==> config.mk <==
export PLATFORM = sky130hd
export DESIGN_NAME = dsp_serial_port
export DESIGN_NICKNAME = d
export VERILOG_FILES = /design/src/rtl/dsp_pkg.sv /design/src/rtl/dsp_serial_port.sv
export SDC_FILE = /design/constraint.sdc
export NUM_CORES = 1
export LEC_CHECK = 0
export BUFFER_PORTS_ARGS = -buffer_cell sky130_fd_sc_hd__buf_2
export CAP_MARGIN = 25
export CORE_MARGIN = 10
export CORE_UTILIZATION = 55
export DETAILED_ROUTE_END_ITERATION = 6
export HOLD_SLACK_MARGIN = 0.08
export PLACE_DENSITY = 0.73
export SLEW_MARGIN = 20
export SYNTH_ARGS = -nofsm -noshare
export SYNTH_HDL_FRONTEND = slang
export SYNTH_SLANG_ARGS = --single-unit
==> constraint.sdc <==
create_clock -name ref_clk -period 6.5 [get_ports ref_clk]
set_clock_uncertainty 0.05 [all_clocks]
set_input_delay 1.3 -clock ref_clk [delete_from_list [all_inputs] [get_ports ref_clk]]
set_output_delay 1.3 -clock ref_clk [all_outputs]
set_load 0.02 [all_outputs]
==> src/rtl/dsp_pkg.sv <==
// Package: constants, register map and carrier types for the serial port
package dsp_pkg;
  localparam int CLK_HZ = 200000000;
  localparam logic [7:0] FIFO_DEPTH = 8'h08;
  localparam logic [7:0] RTS_ROOM = 8'h04;
  localparam logic [3:0] RTS_GRACE = 4'h4;
  localparam logic [11:0] ADDR_TASKS = 12'h000;
  localparam logic [11:0] ADDR_EVENTS = 12'h004;
  localparam logic [11:0] ADDR_CONFIG = 12'h008;
  localparam logic [11:0] ADDR_BAUD = 12'h00C;
  localparam logic [11:0] ADDR_RXPTR = 12'h010;
  localparam logic [11:0] ADDR_RXLIM = 12'h014;
  localparam logic [11:0] ADDR_RXAMT = 12'h018;
  localparam logic [11:0] ADDR_TXPTR = 12'h01C;
  localparam logic [11:0] ADDR_TXLIM = 12'h020;
  localparam logic [11:0] ADDR_TXAMT = 12'h024;
  localparam logic [11:0] ADDR_STATUS = 12'h028;
  localparam int T_BEGIN_RX = 0;
  localparam int T_HALT_RX = 1;
  localparam int T_BEGIN_TX = 2;
  localparam int T_HALT_TX = 3;
  localparam int T_DRAIN = 4;
  localparam int E_BYTE_RX = 0;
  localparam int E_RX_DONE = 1;
  localparam int E_BYTE_TX = 2;
  localparam int E_TX_DONE = 3;
  localparam int E_ERROR = 4;
  localparam int E_RX_TO = 5;
  localparam int E_RX_BEGUN = 6;
  localparam int E_TX_BEGUN = 7;
  localparam int E_TX_HALTED = 8;
  localparam int NEV = 9;
  localparam int C_FLOW = 0;
  localparam int C_PARITY = 1;
  localparam int C_STOP2 = 2;
  localparam logic [15:0] BAUD_RESET = 16'h00C8;
  localparam logic [15:0] BAUD_MIN = 16'h00C8;
  localparam logic [12:0] LIM_RESET = 13'h0000;
  localparam logic [1:0] RESP_OKAY = 2'h0;
  localparam logic [1:0] RESP_SLVERR = 2'h2;
  typedef enum {TX_IDLE, TX_FETCH, TX_WAIT, TX_SHIFT, TX_END} dsp_txst_t;
  typedef enum {RX_OFF, RX_ON, RX_STOPPING, RX_DRAINING} dsp_rxst_t;
  typedef struct packed {
    logic [31:0] ptr;
    logic [12:0] lim;
  } dsp_buf_t;
  typedef struct packed {
    logic req;
    logic wr;
    logic [31:0] addr;
    logic [7:0] wdata;
  } dsp_mem_t;
endpackage : dsp_pkg

==> src/rtl/dsp_serial_port.sv <==
// Module: serial port with byte DMA and AXI4-Lite register slave
// Function
// - Characters go out and come in least significant bit first.
// - One or two stop bits, optional even parity generated and checked.
// - Full duplex, baud divisor allows rates up to one megabit.
// - Pointer and limit are copied at start; new writes affect next.
// - Buffer done events follow the last completed memory access.
// - Begin transmit fetches bytes from pointer up to limit.
// - Byte sent event after each character fully shifted out.
// - Transmit ends itself after limit bytes, raising buffer done.
// - Halt transmit stops transmitter, then raises halted event.
// - Early halt still raises transmit buffer done.
// - Flow control: finish character, pause while clear-to-send inactive.
// - Begin receive stores bytes from pointer, done at limit.
// - Byte received event per character, possibly before memory write.
// - Readable count of bytes written since the last begin receive or drain.
// - Halt receive raises timeout after stop, pending done first.
// - Outstanding receive done raised before timeout even if not full.
// - Four more characters accepted after request-to-send drops.
// - Drain, from receiver off only, moves FIFO to memory up to limit, then always raises receive done.
// - Flow control drops request-to-send on halt or four slots left.
// - No flow control: request-to-send unused, overflow characters lost.
// - Bad stop bit raises error, byte dropped, reception continues.
// - Parity error raises error, byte still stored.
// - Flow control off acts as clear-to-send always asserted.
//
// The address map and the AXI4-Lite interface to the registers were decided locally.
`timescale 1ns/1ps
`default_nettype none
module dsp_serial_port
  import dsp_pkg::*;
(
  input wire logic ref_clk,
  input wire logic nrst,
  input wire logic [11:0] awaddr,
  input wire logic awvalid,
  output logic awready,
  input wire logic [31:0] wdata,
  input wire logic [3:0] wstrb,
  input wire logic wvalid,
  output logic wready,
  output logic [1:0] bresp,
  output logic bvalid,
  input wire logic bready,
  input wire logic [11:0] araddr,
  input wire logic arvalid,
  output logic arready,
  output logic [31:0] rdata,
  output logic [1:0] rresp,
  output logic rvalid,
  input wire logic rready,
  output dsp_mem_t mem,
  input wire logic memAck,
  input wire logic [7:0] memRdata,
  input wire logic rxLine,
  output logic txLine,
  input wire logic ctsN,
  output logic rtsN
);
  typedef struct packed {
    logic awHave, wHave, arDone;
    logic [11:0] awAddr;
    logic [31:0] wData;
    logic [3:0] wStrb;
    logic bValid, rValid;
    logic [1:0] bResp, rResp;
    logic [31:0] rData;
    logic [NEV-1:0] ev;
    logic [2:0] cfg;
    logic [15:0] baud;
    dsp_buf_t rxSet, txSet, rxCur, txCur;
    logic [12:0] rxAmt, txAmt;
    dsp_mem_t mem;
    logic memIsTx;
    dsp_txst_t txSt;
    logic txHalt;
    logic [7:0] txByte;
    logic [3:0] txBit;
    logic [15:0] txCnt;
    logic [10:0] txSr;
    logic txLine;
    logic cts1, cts2;
    dsp_rxst_t rxSt;
    logic rxDonePend;
    logic rx1, rx2;
    logic rxBusy;
    logic rxArmed;
    logic [15:0] rxCnt;
    logic [3:0] rxBit;
    logic [9:0] rxSr;
    logic [7:0][7:0] fifo;
    logic [2:0] wp, rp;
    logic [3:0] cnt;
    logic [3:0] grace;
    logic [18:0] graceCnt;
    logic rtsN;
  } st_t;
  st_t r, n;
  logic [4:0] task_s;
  logic wrFire, rdFire, parErr, stopOk, pushOk, charEnd;
  logic [3:0] nbits;
  logic [31:0] rv;
  always_comb begin
    n = r;
    task_s = '0;
    rv = 32'h00000000;
    // Bus slave: address and data accepted in either order
    if (awvalid && !r.awHave) begin
      n.awHave = 1'b1;
      n.awAddr = awaddr;
    end
    if (wvalid && !r.wHave) begin
      n.wHave = 1'b1;
      n.wData = wdata;
      n.wStrb = wstrb;
    end
    wrFire = r.awHave && r.wHave && !r.bValid;
    if (r.bValid && bready) begin
      n.bValid = 1'b0;
    end
    if (wrFire) begin
      n.awHave = 1'b0;
      n.wHave = 1'b0;
      n.bValid = 1'b1;
      n.bResp = RESP_OKAY;
      unique case (r.awAddr)
        ADDR_TASKS: begin
          if (r.wStrb[0]) begin
            task_s = r.wData[4:0];
          end
        end
        ADDR_EVENTS: begin
          if (r.wStrb[1:0] != 2'h0) begin
            n.ev = r.ev & ~r.wData[NEV-1:0];
          end
        end
        ADDR_CONFIG: begin
          if (r.wStrb[0]) begin
            n.cfg = r.wData[2:0];
          end
        end
        ADDR_BAUD: begin
          n.baud = (r.wData[15:0] < BAUD_MIN) ? BAUD_MIN : r.wData[15:0];
        end
        ADDR_RXPTR: n.rxSet.ptr = r.wData;
        ADDR_RXLIM: n.rxSet.lim = r.wData[12:0];
        ADDR_TXPTR: n.txSet.ptr = r.wData;
        ADDR_TXLIM: n.txSet.lim = r.wData[12:0];
        ADDR_RXAMT, ADDR_TXAMT, ADDR_STATUS: ;
        default: n.bResp = RESP_SLVERR;
      endcase
    end
    // Address taken only while arready stands high
    rdFire = arvalid && r.arDone;
    n.arDone = arvalid && !r.arDone && !r.rValid;
    if (r.rValid && rready) begin
      n.rValid = 1'b0;
    end
    if (rdFire) begin
      n.rValid = 1'b1;
      n.rResp = RESP_OKAY;
      unique case (araddr)
        ADDR_EVENTS: rv = {23'h0, r.ev};
        ADDR_CONFIG: rv = {29'h0, r.cfg};
        ADDR_BAUD: rv = {16'h0, r.baud};
        ADDR_RXPTR: rv = r.rxSet.ptr;
        ADDR_RXLIM: rv = {19'h0, r.rxSet.lim};
        ADDR_RXAMT: rv = {19'h0, r.rxAmt};
        ADDR_TXPTR: rv = r.txSet.ptr;
        ADDR_TXLIM: rv = {19'h0, r.txSet.lim};
        ADDR_TXAMT: rv = {19'h0, r.txAmt};
        ADDR_STATUS: rv = {24'h0, r.rtsN, r.cts2, r.cnt, r.rxSt != RX_OFF,
          r.txSt != TX_IDLE};
        ADDR_TASKS: rv = 32'h00000000;
        default: n.rResp = RESP_SLVERR;
      endcase
      n.rData = rv;
    end
    nbits = r.cfg[C_PARITY] ? 4'hA : 4'h9;
    if (r.cfg[C_STOP2]) begin
      nbits = nbits + 4'h1;
    end
    n.cts2 = r.cts1;
    n.cts1 = ctsN;
    n.rx2 = r.rx1;
    n.rx1 = rxLine;
    // Memory port, one access at a time
    if (r.mem.req && memAck) begin
      n.mem.req = 1'b0;
    end
    // Transmitter
    if (task_s[T_HALT_TX] && r.txSt != TX_IDLE) begin
      n.txHalt = 1'b1;
    end
    unique case (r.txSt)
      TX_IDLE: begin
        if (task_s[T_BEGIN_TX]) begin
          n.txCur = r.txSet;
          n.txAmt = 13'h0000;
          n.txHalt = 1'b0;
          n.ev[E_TX_BEGUN] = 1'b1;
          n.txSt = TX_FETCH;
        end
      end
      TX_FETCH: begin
        if (r.txHalt || r.txAmt == r.txCur.lim) begin
          n.txSt = TX_END;
        end else if (!r.mem.req && !r.memIsTx) begin
          n.mem = '{1'b1, 1'b0, r.txCur.ptr + {19'h0, r.txAmt}, 8'h00};
          n.memIsTx = 1'b1;
        end else if (r.memIsTx && r.mem.req && memAck) begin
          n.txByte = memRdata;
          n.memIsTx = 1'b0;
          n.txSt = TX_WAIT;
        end
      end
      TX_WAIT: begin
        if (r.txHalt) begin
          n.txSt = TX_END;
        end else if (!r.cfg[C_FLOW] || !r.cts2) begin
          n.txSr = {1'b1, ^r.txByte & r.cfg[C_PARITY], r.txByte, 1'b0};
          if (!r.cfg[C_PARITY]) begin
            n.txSr = {2'b11, r.txByte, 1'b0};
          end
          n.txBit = 4'h0;
          n.txCnt = 16'h0000;
          n.txSt = TX_SHIFT;
        end
      end
      TX_SHIFT: begin
        n.txLine = r.txSr[0];
        n.txCnt = r.txCnt + 16'h0001;
        if (r.txCnt == r.baud - 16'h0001) begin
          n.txCnt = 16'h0000;
          n.txSr = {1'b1, r.txSr[10:1]};
          n.txBit = r.txBit + 4'h1;
          if (r.txBit == nbits) begin
            n.txLine = 1'b1;
            n.ev[E_BYTE_TX] = 1'b1;
            n.txAmt = r.txAmt + 13'h0001;
            n.txSt = TX_FETCH;
          end
        end
      end
      TX_END: begin
        // Halt during a fetch: let the read finish first
        if (r.memIsTx && r.mem.req && memAck) begin
          n.memIsTx = 1'b0;
        end
        if (!r.memIsTx) begin
          n.ev[E_TX_DONE] = 1'b1;
          if (r.txHalt) begin
            n.ev[E_TX_HALTED] = 1'b1;
          end
          n.txSt = TX_IDLE;
        end
      end
    endcase
    if (r.txSt == TX_WAIT || r.txSt == TX_FETCH) begin
      n.txLine = 1'b1;
    end
    // Receiver framing, sampling at mid bit
    charEnd = 1'b0;
    parErr = 1'b0;
    stopOk = 1'b0;
    if (!r.rxBusy) begin
      // Line must idle high first, so a low stop bit is no new start
      if (r.rx2) begin
        n.rxArmed = 1'b1;
      end else if (r.rxArmed) begin
        n.rxArmed = 1'b0;
        n.rxBusy = 1'b1;
        n.rxCnt = {1'b0, r.baud[15:1]};
        n.rxBit = 4'h0;
      end
    end else if (r.rxCnt == 16'h0000) begin
      n.rxCnt = r.baud - 16'h0001;
      n.rxBit = r.rxBit + 4'h1;
      n.rxSr = {r.rx2, r.rxSr[9:1]};
      if (r.rxBit == 4'h0 && r.rx2) begin
        n.rxBusy = 1'b0;
      end
      if (r.rxBit == (r.cfg[C_PARITY] ? 4'hA : 4'h9)) begin
        n.rxBusy = 1'b0;
        charEnd = 1'b1;
        stopOk = r.rx2;
      end
    end else begin
      n.rxCnt = r.rxCnt - 16'h0001;
    end
    if (charEnd) begin
      if (r.cfg[C_PARITY]) begin
        n.rxSr = {r.rxSr[9:1], 1'b0};
        parErr = ^r.rxSr[9:1];
      end else begin
        n.rxSr = {r.rxSr[9:2], 2'b00};
      end
    end
    if (r.grace != 4'h0) begin
      n.graceCnt = r.graceCnt + 19'h00001;
      if (r.graceCnt == {r.baud, 3'h0} + {3'h0, r.baud} + {2'h0, r.baud,
          1'b0} - 19'h1) begin
        n.graceCnt = 19'h0;
        n.grace = r.grace - 4'h1;
      end
    end
    pushOk = (r.rxSt == RX_ON) || (r.grace != 4'h0);
    if (charEnd) begin
      n.ev[E_BYTE_RX] = 1'b1;
      if (!stopOk || parErr) begin
        n.ev[E_ERROR] = 1'b1;
      end
    end
    if (charEnd && stopOk && pushOk && r.cnt != FIFO_DEPTH[3:0]) begin
      n.fifo[r.wp] = r.cfg[C_PARITY] ? r.rxSr[8:1] : r.rxSr[9:2];
      n.wp = r.wp + 3'h1;
      n.cnt = r.cnt + 4'h1;
    end
    if (r.rxSt != RX_OFF && r.cnt != 4'h0 && r.rxAmt != r.rxCur.lim
        && !r.mem.req && !r.memIsTx && r.txSt != TX_FETCH) begin
      n.mem = '{1'b1, 1'b1, r.rxCur.ptr + {19'h0, r.rxAmt}, r.fifo[r.rp]};
    end
    if (r.mem.req && r.mem.wr && memAck) begin
      n.rp = r.rp + 3'h1;
      n.cnt = n.cnt - 4'h1;
      n.rxAmt = r.rxAmt + 13'h0001;
    end
    unique case (r.rxSt)
      RX_OFF: begin
        if (task_s[T_BEGIN_RX] || task_s[T_DRAIN]) begin
          n.rxCur = r.rxSet;
          n.rxAmt = 13'h0000;
          n.rxDonePend = 1'b0;
          if (task_s[T_BEGIN_RX]) begin
            n.ev[E_RX_BEGUN] = 1'b1;
          end
          n.rxSt = task_s[T_BEGIN_RX] ? RX_ON : RX_DRAINING;
        end
      end
      RX_ON: begin
        // Count stays readable after done until the next begin
        if (r.rxAmt == r.rxCur.lim && !r.mem.req && !r.rxDonePend) begin
          n.ev[E_RX_DONE] = 1'b1;
          n.rxDonePend = 1'b1;
        end
        if (task_s[T_BEGIN_RX]) begin
          n.rxCur = r.rxSet;
          n.rxAmt = 13'h0000;
          n.rxDonePend = 1'b0;
          n.ev[E_RX_BEGUN] = 1'b1;
        end
        if (task_s[T_HALT_RX]) begin
          n.grace = RTS_GRACE;
          n.graceCnt = 19'h0;
          n.rxSt = RX_STOPPING;
        end
      end
      RX_STOPPING: begin
        if (r.grace == 4'h0 && !r.rxBusy && !(r.mem.req && r.mem.wr)) begin
          if (!r.rxDonePend) begin
            n.ev[E_RX_DONE] = 1'b1;
            n.rxDonePend = 1'b1;
          end else begin
            n.ev[E_RX_TO] = 1'b1;
            n.rxDonePend = 1'b0;
            n.rxSt = RX_OFF;
          end
        end
      end
      RX_DRAINING: begin
        if ((r.cnt == 4'h0 || r.rxAmt == r.rxCur.lim) && !r.mem.req) begin
          n.ev[E_RX_DONE] = 1'b1;
          n.rxSt = RX_OFF;
        end
      end
    endcase
    n.rtsN = 1'b0;
    if (r.cfg[C_FLOW] && (r.rxSt != RX_ON || r.cnt >= FIFO_DEPTH[3:0]
        - RTS_ROOM[3:0])) begin
      n.rtsN = 1'b1;
    end
    if (!nrst) begin
      n = '0;
      n.baud = BAUD_RESET;
      n.rxSet.lim = LIM_RESET;
      n.txLine = 1'b1;
      n.rtsN = 1'b1;
      n.cts1 = 1'b1;
      n.cts2 = 1'b1;
      n.rx1 = 1'b1;
      n.rx2 = 1'b1;
    end
  end
  always_ff @(posedge ref_clk) begin
    r <= n;
  end
  assign awready = !r.awHave;
  assign wready = !r.wHave;
  assign bvalid = r.bValid;
  assign bresp = r.bResp;
  assign arready = r.arDone;
  assign rvalid = r.rValid;
  assign rdata = r.rData;
  assign rresp = r.rResp;
  assign mem = r.mem;
  assign txLine = r.txLine;
  assign rtsN = r.rtsN;
endmodule : dsp_serial_port
`default_nettype wire
# Word-level counts from Yosys, hierarchy flattened
# Cells that the tools add are included.
# totals
reg_bits	603
output_inout_bits	85
# classes
magnitude_cmp	5
add_sub_neg	19
reduce_logical	109
bitwise	7
muxes	130
eq_ne	63
# ops
operator	count
$mux 32	13
$pmux 32 s10	1
$eq 32x2->1 const B	6
$pmux 32 s5	1
$mux 33	4
$pmux 32 s4	1
$mux 42	3
$mux 118	1
$mux 13	8
$eq 12x5->1 const B	8
$mux 23	4
$mux 45	2
$pmux 45 s2	1
$eq 12x6->1 const B	6
$add 32x13->32	2
$bwmux 64	1
$eq 32x1->1 const B	2
$eq 32x3->1 const B	2
$logic_not 32->1	2
$ne 32x2->1 const B	2
$reduce_bool 32->1	2
$mux 31	2
$pmux 31 s2	1
$pmux 13 s2	2
64 further kinds	256

# Longest topological paths before layout
# Gate-level depths: netlist (run 1).
# logic_depth
ltp_word	11
ltp_mapped	18
depth_no_buf	15

# Worst setup path before layout (run 1)
# Ideal clock, no wire load.
# synth_timing
kind	register -> register
from	register r[489] in the netlist's numbering
to	register r[22] in the netlist's numbering
arrival_time_ns	4.436
setup_slack_ns	1.940
setup_ns	0.074
n_path_buf	1
path_stages_with_launch	16
t_required_ns	6.376
cell_sequence	dfxtp_1 clkbuf_1 inv_1 ha_1 inv_1 fa_1 fa_1 a21o_1 a221oi_1 o211ai_1 xnor2_1 a2111oi_0 nand4_1 or4_1 or4b_1 a31oi_1
# synth_via
elab_chain_cells	8
# synth_lines
element	line	source
from (decl)	dsp_serial_port.sv:98	st_t r, n;
from (signal assigned)	dsp_serial_port.sv:395	r <= n;
$add 19x16->19	dsp_serial_port.sv:301	if (r.graceCnt == {r.baud, 3'h0} + {3'h0, r.baud} + {2'h0, r.baud,
$add 19x17->19 (*)	dsp_serial_port.sv:301	
$sub 19x1->19 (*)	dsp_serial_port.sv:302	1'b0} - 19'h1) begin
$eq 19x19->1 (*)	dsp_serial_port.sv:301	
$mux 23 (*)	dsp_serial_port.sv:301	
$mux 23 (*)	dsp_serial_port.sv:299	if (r.grace != 4'h0) begin
$mux 23	dsp_serial_port.sv:352	if (task_s[T_HALT_RX]) begin
$mux 23 (*)	dsp_serial_port.sv:328	unique case (r.rxSt)
# Every way passes the cells marked *; elsewhere a longest branch is shown, timed or not.
# A chain may end at the register's enable or synchronous reset.

# Final worst setup path (run 1)
# layout_timing
from	register r[492] in the netlist's numbering
to	register r[22] in the netlist's numbering
# The elaborated chain is that of the path after synthesis.

==> results of run 1 <==
## worst max-delay path, cell delays in order, from the launching register on
cell       delay, ns
dfxtp_1         0.79
inv_1           0.20
ha_1            0.34
inv_1           0.05
fa_1            0.46
ha_1            0.41
a21o_1          0.23
a221oi_1        0.55
o211ai_1        0.23
xnor2_1         0.19
a2111oi_0       0.44
nand4_1         0.14
or4_1           0.52
or4b_1          0.54
a31oi_1         0.17
## routing by layer
layer	routed length [um]	track usage, %	vias to the layer above	share of wire, %
met3	8650	5.01	208	9.6
met4	3130	10.6	4	3.5
met2	39200	43.0	1257	44
li1	-	-	12000	-
met5	23	0	-	0.026
met1	38700	39.6	12400	43
## synthesized netlist by cell type, drive strengths merged (12+ instances only)
cell type    n  area (um2)
clkbuf     191         717
nand4       41         257
a31oi       31         194
nor4        27         190
mux4        16         360
nand2b      20         125
fa          16         320
a221oi      17         149
dfxtp      542       10900
a222oi      19         190
a21oi      359        1800
a211oi      79         593
o21ai       74         374
nor2b       17         106
nand3       72         360
a22oi       52         390
a21o        16         120
and2        12        75.1
xnor2      112         981
buf        106         739
mux2i       62         621
o21a        15         113
o211ai      15         113
inv        101         379
and3        28         175
ha          83        1040
nor2       401        1520
a22o        15         131
nand2      599        2250
xor2        91         797
or3         20         125
nor3        62         327
## kinds of logic (layout without fill, tap and decap cells)
logic type / Yosys count / after routing / share of synthesized area [%]
xor+xnor: 206 / 206 / 6.59
compound gates: 792 / 792 / 17.9
flops: 542 / 542 / 38.8
fa+ha+maj: 99 / 99 / 4.86
buf+inv: 398 / 400 / 6.56
mux: 80 / 80 / 3.59
other cells: 1 / 2 / 0.0134
simple gates: 1364 / 1364 / 21.7
## layout by cell type, fill, tap and decap left out, drive strengths merged, types with 16 or more instances in the layout
master / n
inv: 104
xnor2: 112
nor4: 27
o21ai: 74
nand2: 599
nand4: 41
a31oi: 31
ha: 83
dfxtp: 542
mux4: 16
a22oi: 52
fa: 16
nand2b: 20
a222oi: 19
nor2: 401
nand3: 72
a221oi: 17
nor2b: 17
or3: 20
buf: 205
and3: 28
a21o: 16
mux2i: 62
xor2: 91
a211oi: 79
a21oi: 359
clkbuf: 81
nor3: 62
## through the flow
step,cells,hold WS [ns],power (mW),instance area (um2)
3_3_place_gp,4053,0.346,3.76,28600
4_1_cts,4150,0.368,6.88,30400
6_report,4157,0.366,6.86,30500
2_1_floorplan,3483,0.336,3.65,28000
3_5_place_dp,4056,0.355,3.77,28600
5_1_grt,4157,0.390,7.04,30500
## cell type report
class                   count  area share, %
multi-input cells        2543           50.6
flip-flops and latches    542           35.5
clock buffers              81           5.29
repair buffers            205           4.01
well taps                 672           2.75
inverters                 101           1.27
clock inverters            13          0.500
## power groups by stage
stage | sequential [mW] | clock, mW | combinational, mW
detailed placement | 3.48 | 0 | 0.291
global route | 3.41 | 3.31 | 0.325
finish | 3.41 | 3.16 | 0.298
global placement | 3.47 | 0 | 0.283
CTS | 3.40 | 3.18 | 0.292
floorplan | 3.45 | 0 | 0.207
## how the worst min path moves through the flow
stage | start | end | depth (start not counted)
global placement | r[131] | r[130] | 1
finish | r[131] | r[130] | 1
detailed placement | r[131] | r[130] | 1
global route | r[131] | r[130] | 1
floorplan | r[131] | r[130] | 1
CTS | r[131] | r[130] | 1
==> metrics.md, run 1 <==
| Metric | Value |
|---|---|
| Initial antenna violation count | `2` |
| Clock buffer depth | `3` |
| Fillcell total | `4483` |
| Worst-Skew Late Latency | `0.63 ns` |
| Logic gate share of total power | `4.3%` |
| Crit path max fanout | `12` |
| Final setup viols | `0` |
| Largest register FFs | `461` |
| Worst r2r dst | `r[22]` |
| CTS tree | `done` |
| Reg-to-reg startpoint | `r[492]` |
| Vias per cell | `6.20` |
| Final Util | `60.7%` |
| Total GRT Usage | `28.4%` |
| Yosys Warn Count | `0` |
| Failing checks | `DRC` |
| Reg2reg setup slack | `1.09 ns` |
| CP endpoint | `r[22]` |
| Peak VDD IR | `0.202 mV` |
| Grt total ovfl | `0` |
| #FFs+latches synth | `542` |
| Arrival time at the worst endpoint | `5.90 ns` |
| TritonCTS buffer count | `55` |
| # DRC | `1` |
| Max frequency | `185 MHz` |
| Final hold viol count | `0` |
| First-pass GRT wire length | `137000 um` |
| Antenna cells | `0` |
| CTS H-tree depth | `2` |
| Router iterations before antenna repair | `7` |
| Reg power frac | `49.7%` |
| Final Cycle Share | `83.3%` |
| Placer's final routability congestion estimate | `0.943` |
| Tightest Pin Transition | `1.04 ns` |
| PD cells | `225 nW/um2` |
| Root buf cell | `clkbuf_16` |
| RSZ-0062 raised after global routing | `false` |
| Max Cap Viol | `0` |
| Die X-Extent | `246 um` |
| Setup bufs post-CTS | `0` |
| Crit path required time | `6.98 ns` |
| Nets | `3625` |
| Core Region | `50300 um2` |
| Seq/Total Area, Yosys | `38.8%` |
| CTS resizes | `0` |
| Cell area after synthesis | `28000 um2` |
| Die height | `246 um` |
| Largest net degree at the start of global routing | `174` |
| Reg clk slew, reported paths | `0.06 ns` |
| Fin worst setup slack | `1.09 ns` |
| Leakage power | `11.2 nW` |
| Beginning of the critical path | `r[492]` |
| DP Worst Slack | `1.17 ns` |
| Clock power frac | `46.0%` |
| Antenna Nets Post-Route | `0` |
| Io pins | `163` |
| WL final | `89700 um` |
| FFs w/ async S/R, synth | `0%` |
| Crit Path Class | `register to register` |
| Worst hold path class | `register to register` |
| Via count | `25800` |
| Synth unique cells | `90` |
| Slew headroom | `28.9%` |
| P_int | `5.24 mW` |
| Psw | `1.63 mW` |
| R2R cell count | `14` |
| Clock Sinks | `542` |
| Area grow syn2layout | `9.08%` |
| Port bufs | `158` |
| Drt wl/cell | `21.6 um` |
| Footprint of the multi-input gates | `15500 um2` |
| Die area | `60300 um2` |
| Starting Density | `55.7%` |
| Status | `finished with violations` |
| Final Critical Period | `5.41 ns` |
| CP Launch Type | `register` |
| Hold buffer count at CTS | `0` |
| Largest Register | `r` |
| Vias in the first global route | `24000` |
| Final slew viol count | `0` |
| Layout cells sized above 1 | `10.5%` |
| Sw Share | `23.7%` |
| DP HPWL | `63000 um` |
| FF+latch area | `10900 um2` |
| Cells after synthesis | `3482` |
| Setup crit end kind | `register` |
| Syn Area/Cell | `8.04 um2` |
| Ys flop type | `dfxtp_1` |
| Final setup TNS | `0 ns` |
| Number of synthesized flops with an enable pin | `0` |
| Core Rows | `82` |
| Initial DRC count | `3018` |
No activity file was read; power rests on OpenSTA's default activity.
==> run 2: changes to the inputs <==
Settings changed: ABC_AREA set to 1, PLACE_DENSITY 0.73 to 0.76.
Clock period 6.5 ns to 4.4 ns, I/O delays scaled along.
==> run 2 against run 1 <==
  * The flow now finishes without violations
  * Worst hold slack got worse by 0.0052 ns
  * Via count increased by 10%
  * Non-clock buffer count decreased by 1
  * Clock power increased by 57%
  * First-iteration DRC count decreased by 11%
  * Critical path type unchanged
==> metrics.md, run 2 <==
| Metric | Value |
|---|---|
| Max frequency | `253 MHz (was 185 MHz)` |
| Antenna cells | `0 (unchanged)` |
| RSZ-0062 raised after global routing | `false (unchanged)` |
| Synth unique cells | `55 (was 90)` |
| Final Critical Period | `3.96 ns (was 5.41 ns)` |
| Root buf cell | `clkbuf_16 (unchanged)` |
| Leakage power | `13.2 nW (was 11.2 nW)` |
| DP HPWL | `66000 um (was 63000 um)` |
| CP Launch Type | `register (unchanged)` |
| PD cells | `345 nW/um2 (was 225 nW/um2)` |
| Most common cell in the netlist | `nand2_1 (unchanged)` |
| Via count | `28500 (was 25800)` |
| Top cells by area, synth | `dfxtp_1, nand2_1, a21oi_1, inv_1, nor2_1 (was dfxtp_1, nand2_1, a21oi_1, nor2_1, ha_1)` |
| TritonCTS buffer count | `57 (was 55)` |
| Status | `completed (was finished with violations)` |
| Final setup viols | `0 (unchanged)` |
| Core Region | `52700 um2 (was 50300 um2)` |
| Max Cap Viol | `0 (unchanged)` |
| # DRC | `0 (was 1)` |
| Cell area after synthesis | `29300 um2 (was 28000 um2)` |
| Initial DRC count | `2671 (was 3018)` |
| Starting Density | `55.7% (about the same)` |
| Hold buffer count at CTS | `0 (unchanged)` |
| Syn Area/Cell | `6.90 um2 (was 8.04 um2)` |
| Compound-cell area share of the yosys netlist | `17.6% (was 17.9%)` |
| Placer's final routability congestion estimate | `0.965 (was 0.943)` |
| Hold Path Cell Cnt | `1 (unchanged)` |
| Antenna Nets Post-Route | `0 (unchanged)` |
| Vias in the first global route | `25800 (was 24000)` |
| Reg-to-reg startpoint | `r[498] (was r[492])` |
| Largest Register | `r (unchanged)` |
| Die height | `251 um (was 246 um)` |
| First-pass GRT wire length | `141000 um (was 137000 um)` |
| Router iterations before antenna repair | `6 (was 7)` |
| Reg clk slew, reported paths | `0.07 ns (was 0.06 ns)` |
| Synth Area in XOR/XNOR | `3.41% (was 6.59%)` |
| CTS H-tree depth | `2 (unchanged)` |
| Final Cycle Share | `89.9% (was 83.3%)` |
| Commonest non-fill, non-tap cell in the layout | `nand2_1 (unchanged)` |
| Io pins | `163 (unchanged)` |
| Hold slack | `0.360 ns (was 0.366 ns)` |
| Clock buffer depth | `3 (unchanged)` |
| Port bufs | `158 (unchanged)` |
| Setup crit end kind | `register (unchanged)` |
| DP Worst Slack | `0.511 ns (was 1.17 ns)` |
| Drt wl/cell | `18.0 um (was 21.6 um)` |
| Peak VDD IR | `0.329 mV (was 0.202 mV)` |
| Vias per cell | `5.69 (was 6.20)` |
| Hold Path Sink | `r[130] (unchanged)` |
| Yosys Warn Count | `0 (unchanged)` |
| Seq/Total Area, Yosys | `37.0% (was 38.8%)` |
| Proportion of synthesized area in mux cells | `0% (was 3.59%)` |
| Area grow syn2layout | `9.10% (was 9.08%)` |
| Worst hold path class | `register to register (unchanged)` |
| Arrival time at the worst endpoint | `4.41 ns (was 5.90 ns)` |
| Largest family of logic cells by synthesized area | `simple AND/OR/NAND/NOR gates (unchanged)` |
| Area leader, netlist | `dfxtp_1 (unchanged)` |
| Fillcell total | `4920 (was 4483)` |
| Synth Area in Simple Gates | `26.5% (was 21.7%)` |
| Worst-Skew Late Latency | `0.64 ns (was 0.63 ns)` |
| Largest register FFs | `461 (unchanged)` |
| Setup bufs post-CTS | `0 (unchanged)` |
| Power Total | `11.0 mW (was 6.86 mW)` |
| Die area | `62900 um2 (was 60300 um2)` |
| Synth top area share | `37.0% (was 38.8%)` |
| Reg2reg setup slack | `0.44 ns (was 1.09 ns)` |
| Layout cells sized above 1 | `8.69% (was 10.5%)` |
| Crit path required time | `4.85 ns (was 6.98 ns)` |
| Number of synthesized flops with an enable pin | `0 (unchanged)` |
| Worst r2r dst | `r[4] (was r[22])` |
| Nets | `4449 (was 3625)` |
| Slew headroom | `31.7% (was 28.9%)` |
| Final setup TNS | `0 ns (unchanged)` |
| Crit path max fanout | `17 (was 12)` |
| Grt total ovfl | `0 (unchanged)` |
| Clock Sinks | `542 (unchanged)` |
| WL final | `90300 um (was 89700 um)` |
| Core Rows | `84 (was 82)` |
| Cells after synthesis | `4249 (was 3482)` |
| Hold path start | `r[131] (unchanged)` |
| R2R cell count | `17 (was 14)` |
| Initial antenna violation count | `3 (was 2)` |
| CTS resizes | `0 (unchanged)` |
| Fin worst setup slack | `0.443 ns (was 1.09 ns)` |
| Crit Path Class | `register to register (unchanged)` |
| Top post-synthesis cells by count | `nand2_1, dfxtp_1, inv_1 (was nand2_1, dfxtp_1, nor2_1)` |
| Die X-Extent | `251 um (was 246 um)` |
| #FFs+latches synth | `542 (unchanged)` |
| Final hold viol count | `0 (unchanged)` |
| FFs w/ async S/R, synth | `0% (unchanged)` |
| Final slew viol count | `0 (unchanged)` |
| Most frequent cells in the layout | `nand2_1, dfxtp_1, inv_1 (was nand2_1, dfxtp_1, nor2_1)` |
| Tightest Pin Transition | `1.02 ns (was 1.04 ns)` |
| Synth Area in Adders | `4.64% (was 4.86%)` |
| CTS tree | `done (unchanged)` |
| Largest net degree at the start of global routing | `147 (was 174)` |
| Ys flop type | `dfxtp_1 (unchanged)` |
| Total GRT Usage | `27.2% (was 28.4%)` |
| Final Util | `60.7% (about the same)` |
## run 2: critical path, cell delays in order (launching register included)
cell and delay (ns):
dfxtp_1 0.51, inv_1 0.28, ha_1 0.36, inv_1 0.05
fa_1 0.45, ha_1 0.42, nand2_1 0.12, nor2_1 0.22
and2_1 0.16, nand2_1 0.08, nand2_1 0.09, nand2_1 0.05
nand3_1 0.12, nand3_1 0.11, nor3_2 0.25, nand3_2 0.19
nand2_4 0.24, nor2_1 0.07
## run 2: cell type report
class                      instances  area [um2]  share of cell area [%]
sequential                       542       10900                    33.9
tap                              688         861                    2.69
clock buffer                      83        1660                    5.18
timing repair buffer             204        1160                    3.63
clock inverter                    21         253                   0.790
multi-input combinational       2967       15300                    47.9
inverter                         500        1880                    5.89
## run 2: power breakdown
| part | switching [mW] | internal [mW] |
|---|---|---|
| combinational | 0.676 | 0.249 |
| sequential | 0.110 | 5.02 |
| clock | 2.07 | 2.89 |
| total | 2.86 | 8.17 |
## run 2: cell families after synthesis
group,after synthesis
XOR/XNOR,114
buffers and inverters,741
AND/OR/NAND/NOR,1822
AO/OA/AOI/OAI,930
flip-flops,542
other,1
adder cells (fa/ha/maj),99
## run 2: stage by stage
| step | instances | instance area, um2 |
|---|---|---|
| after global placement | 4899 | 30000 |
| after floorplan | 4250 | 29300 |
| final | 5005 | 32000 |
| after detailed placement | 4899 | 30000 |
| after CTS | 5003 | 32000 |
| after global routing | 5005 | 32000 |
## run 2: metal layers
layer | wire length, um | vias to the layer above | track usage (%)
met5 | 17 | - | 0
met4 | 4140 | 4 | 12.4
met3 | 7380 | 222 | 4.67
met2 | 41100 | 1110 | 44.0
met1 | 37700 | 13100 | 34.9
li1 | - | 14000 | -
## run 2: worst max path at each step
stage,from,end,slack [ns],cells after the start
6_report,r[498],r[4],0.44,17
3_5_place_dp,r[498],r[10],0.51,17
3_3_place_gp,r[489],r[6],0.59,17
5_1_grt,r[498],r[4],0.14,17
2_1_floorplan,r[489],r[9],1.05,18
4_1_cts,r[498],r[4],0.50,17
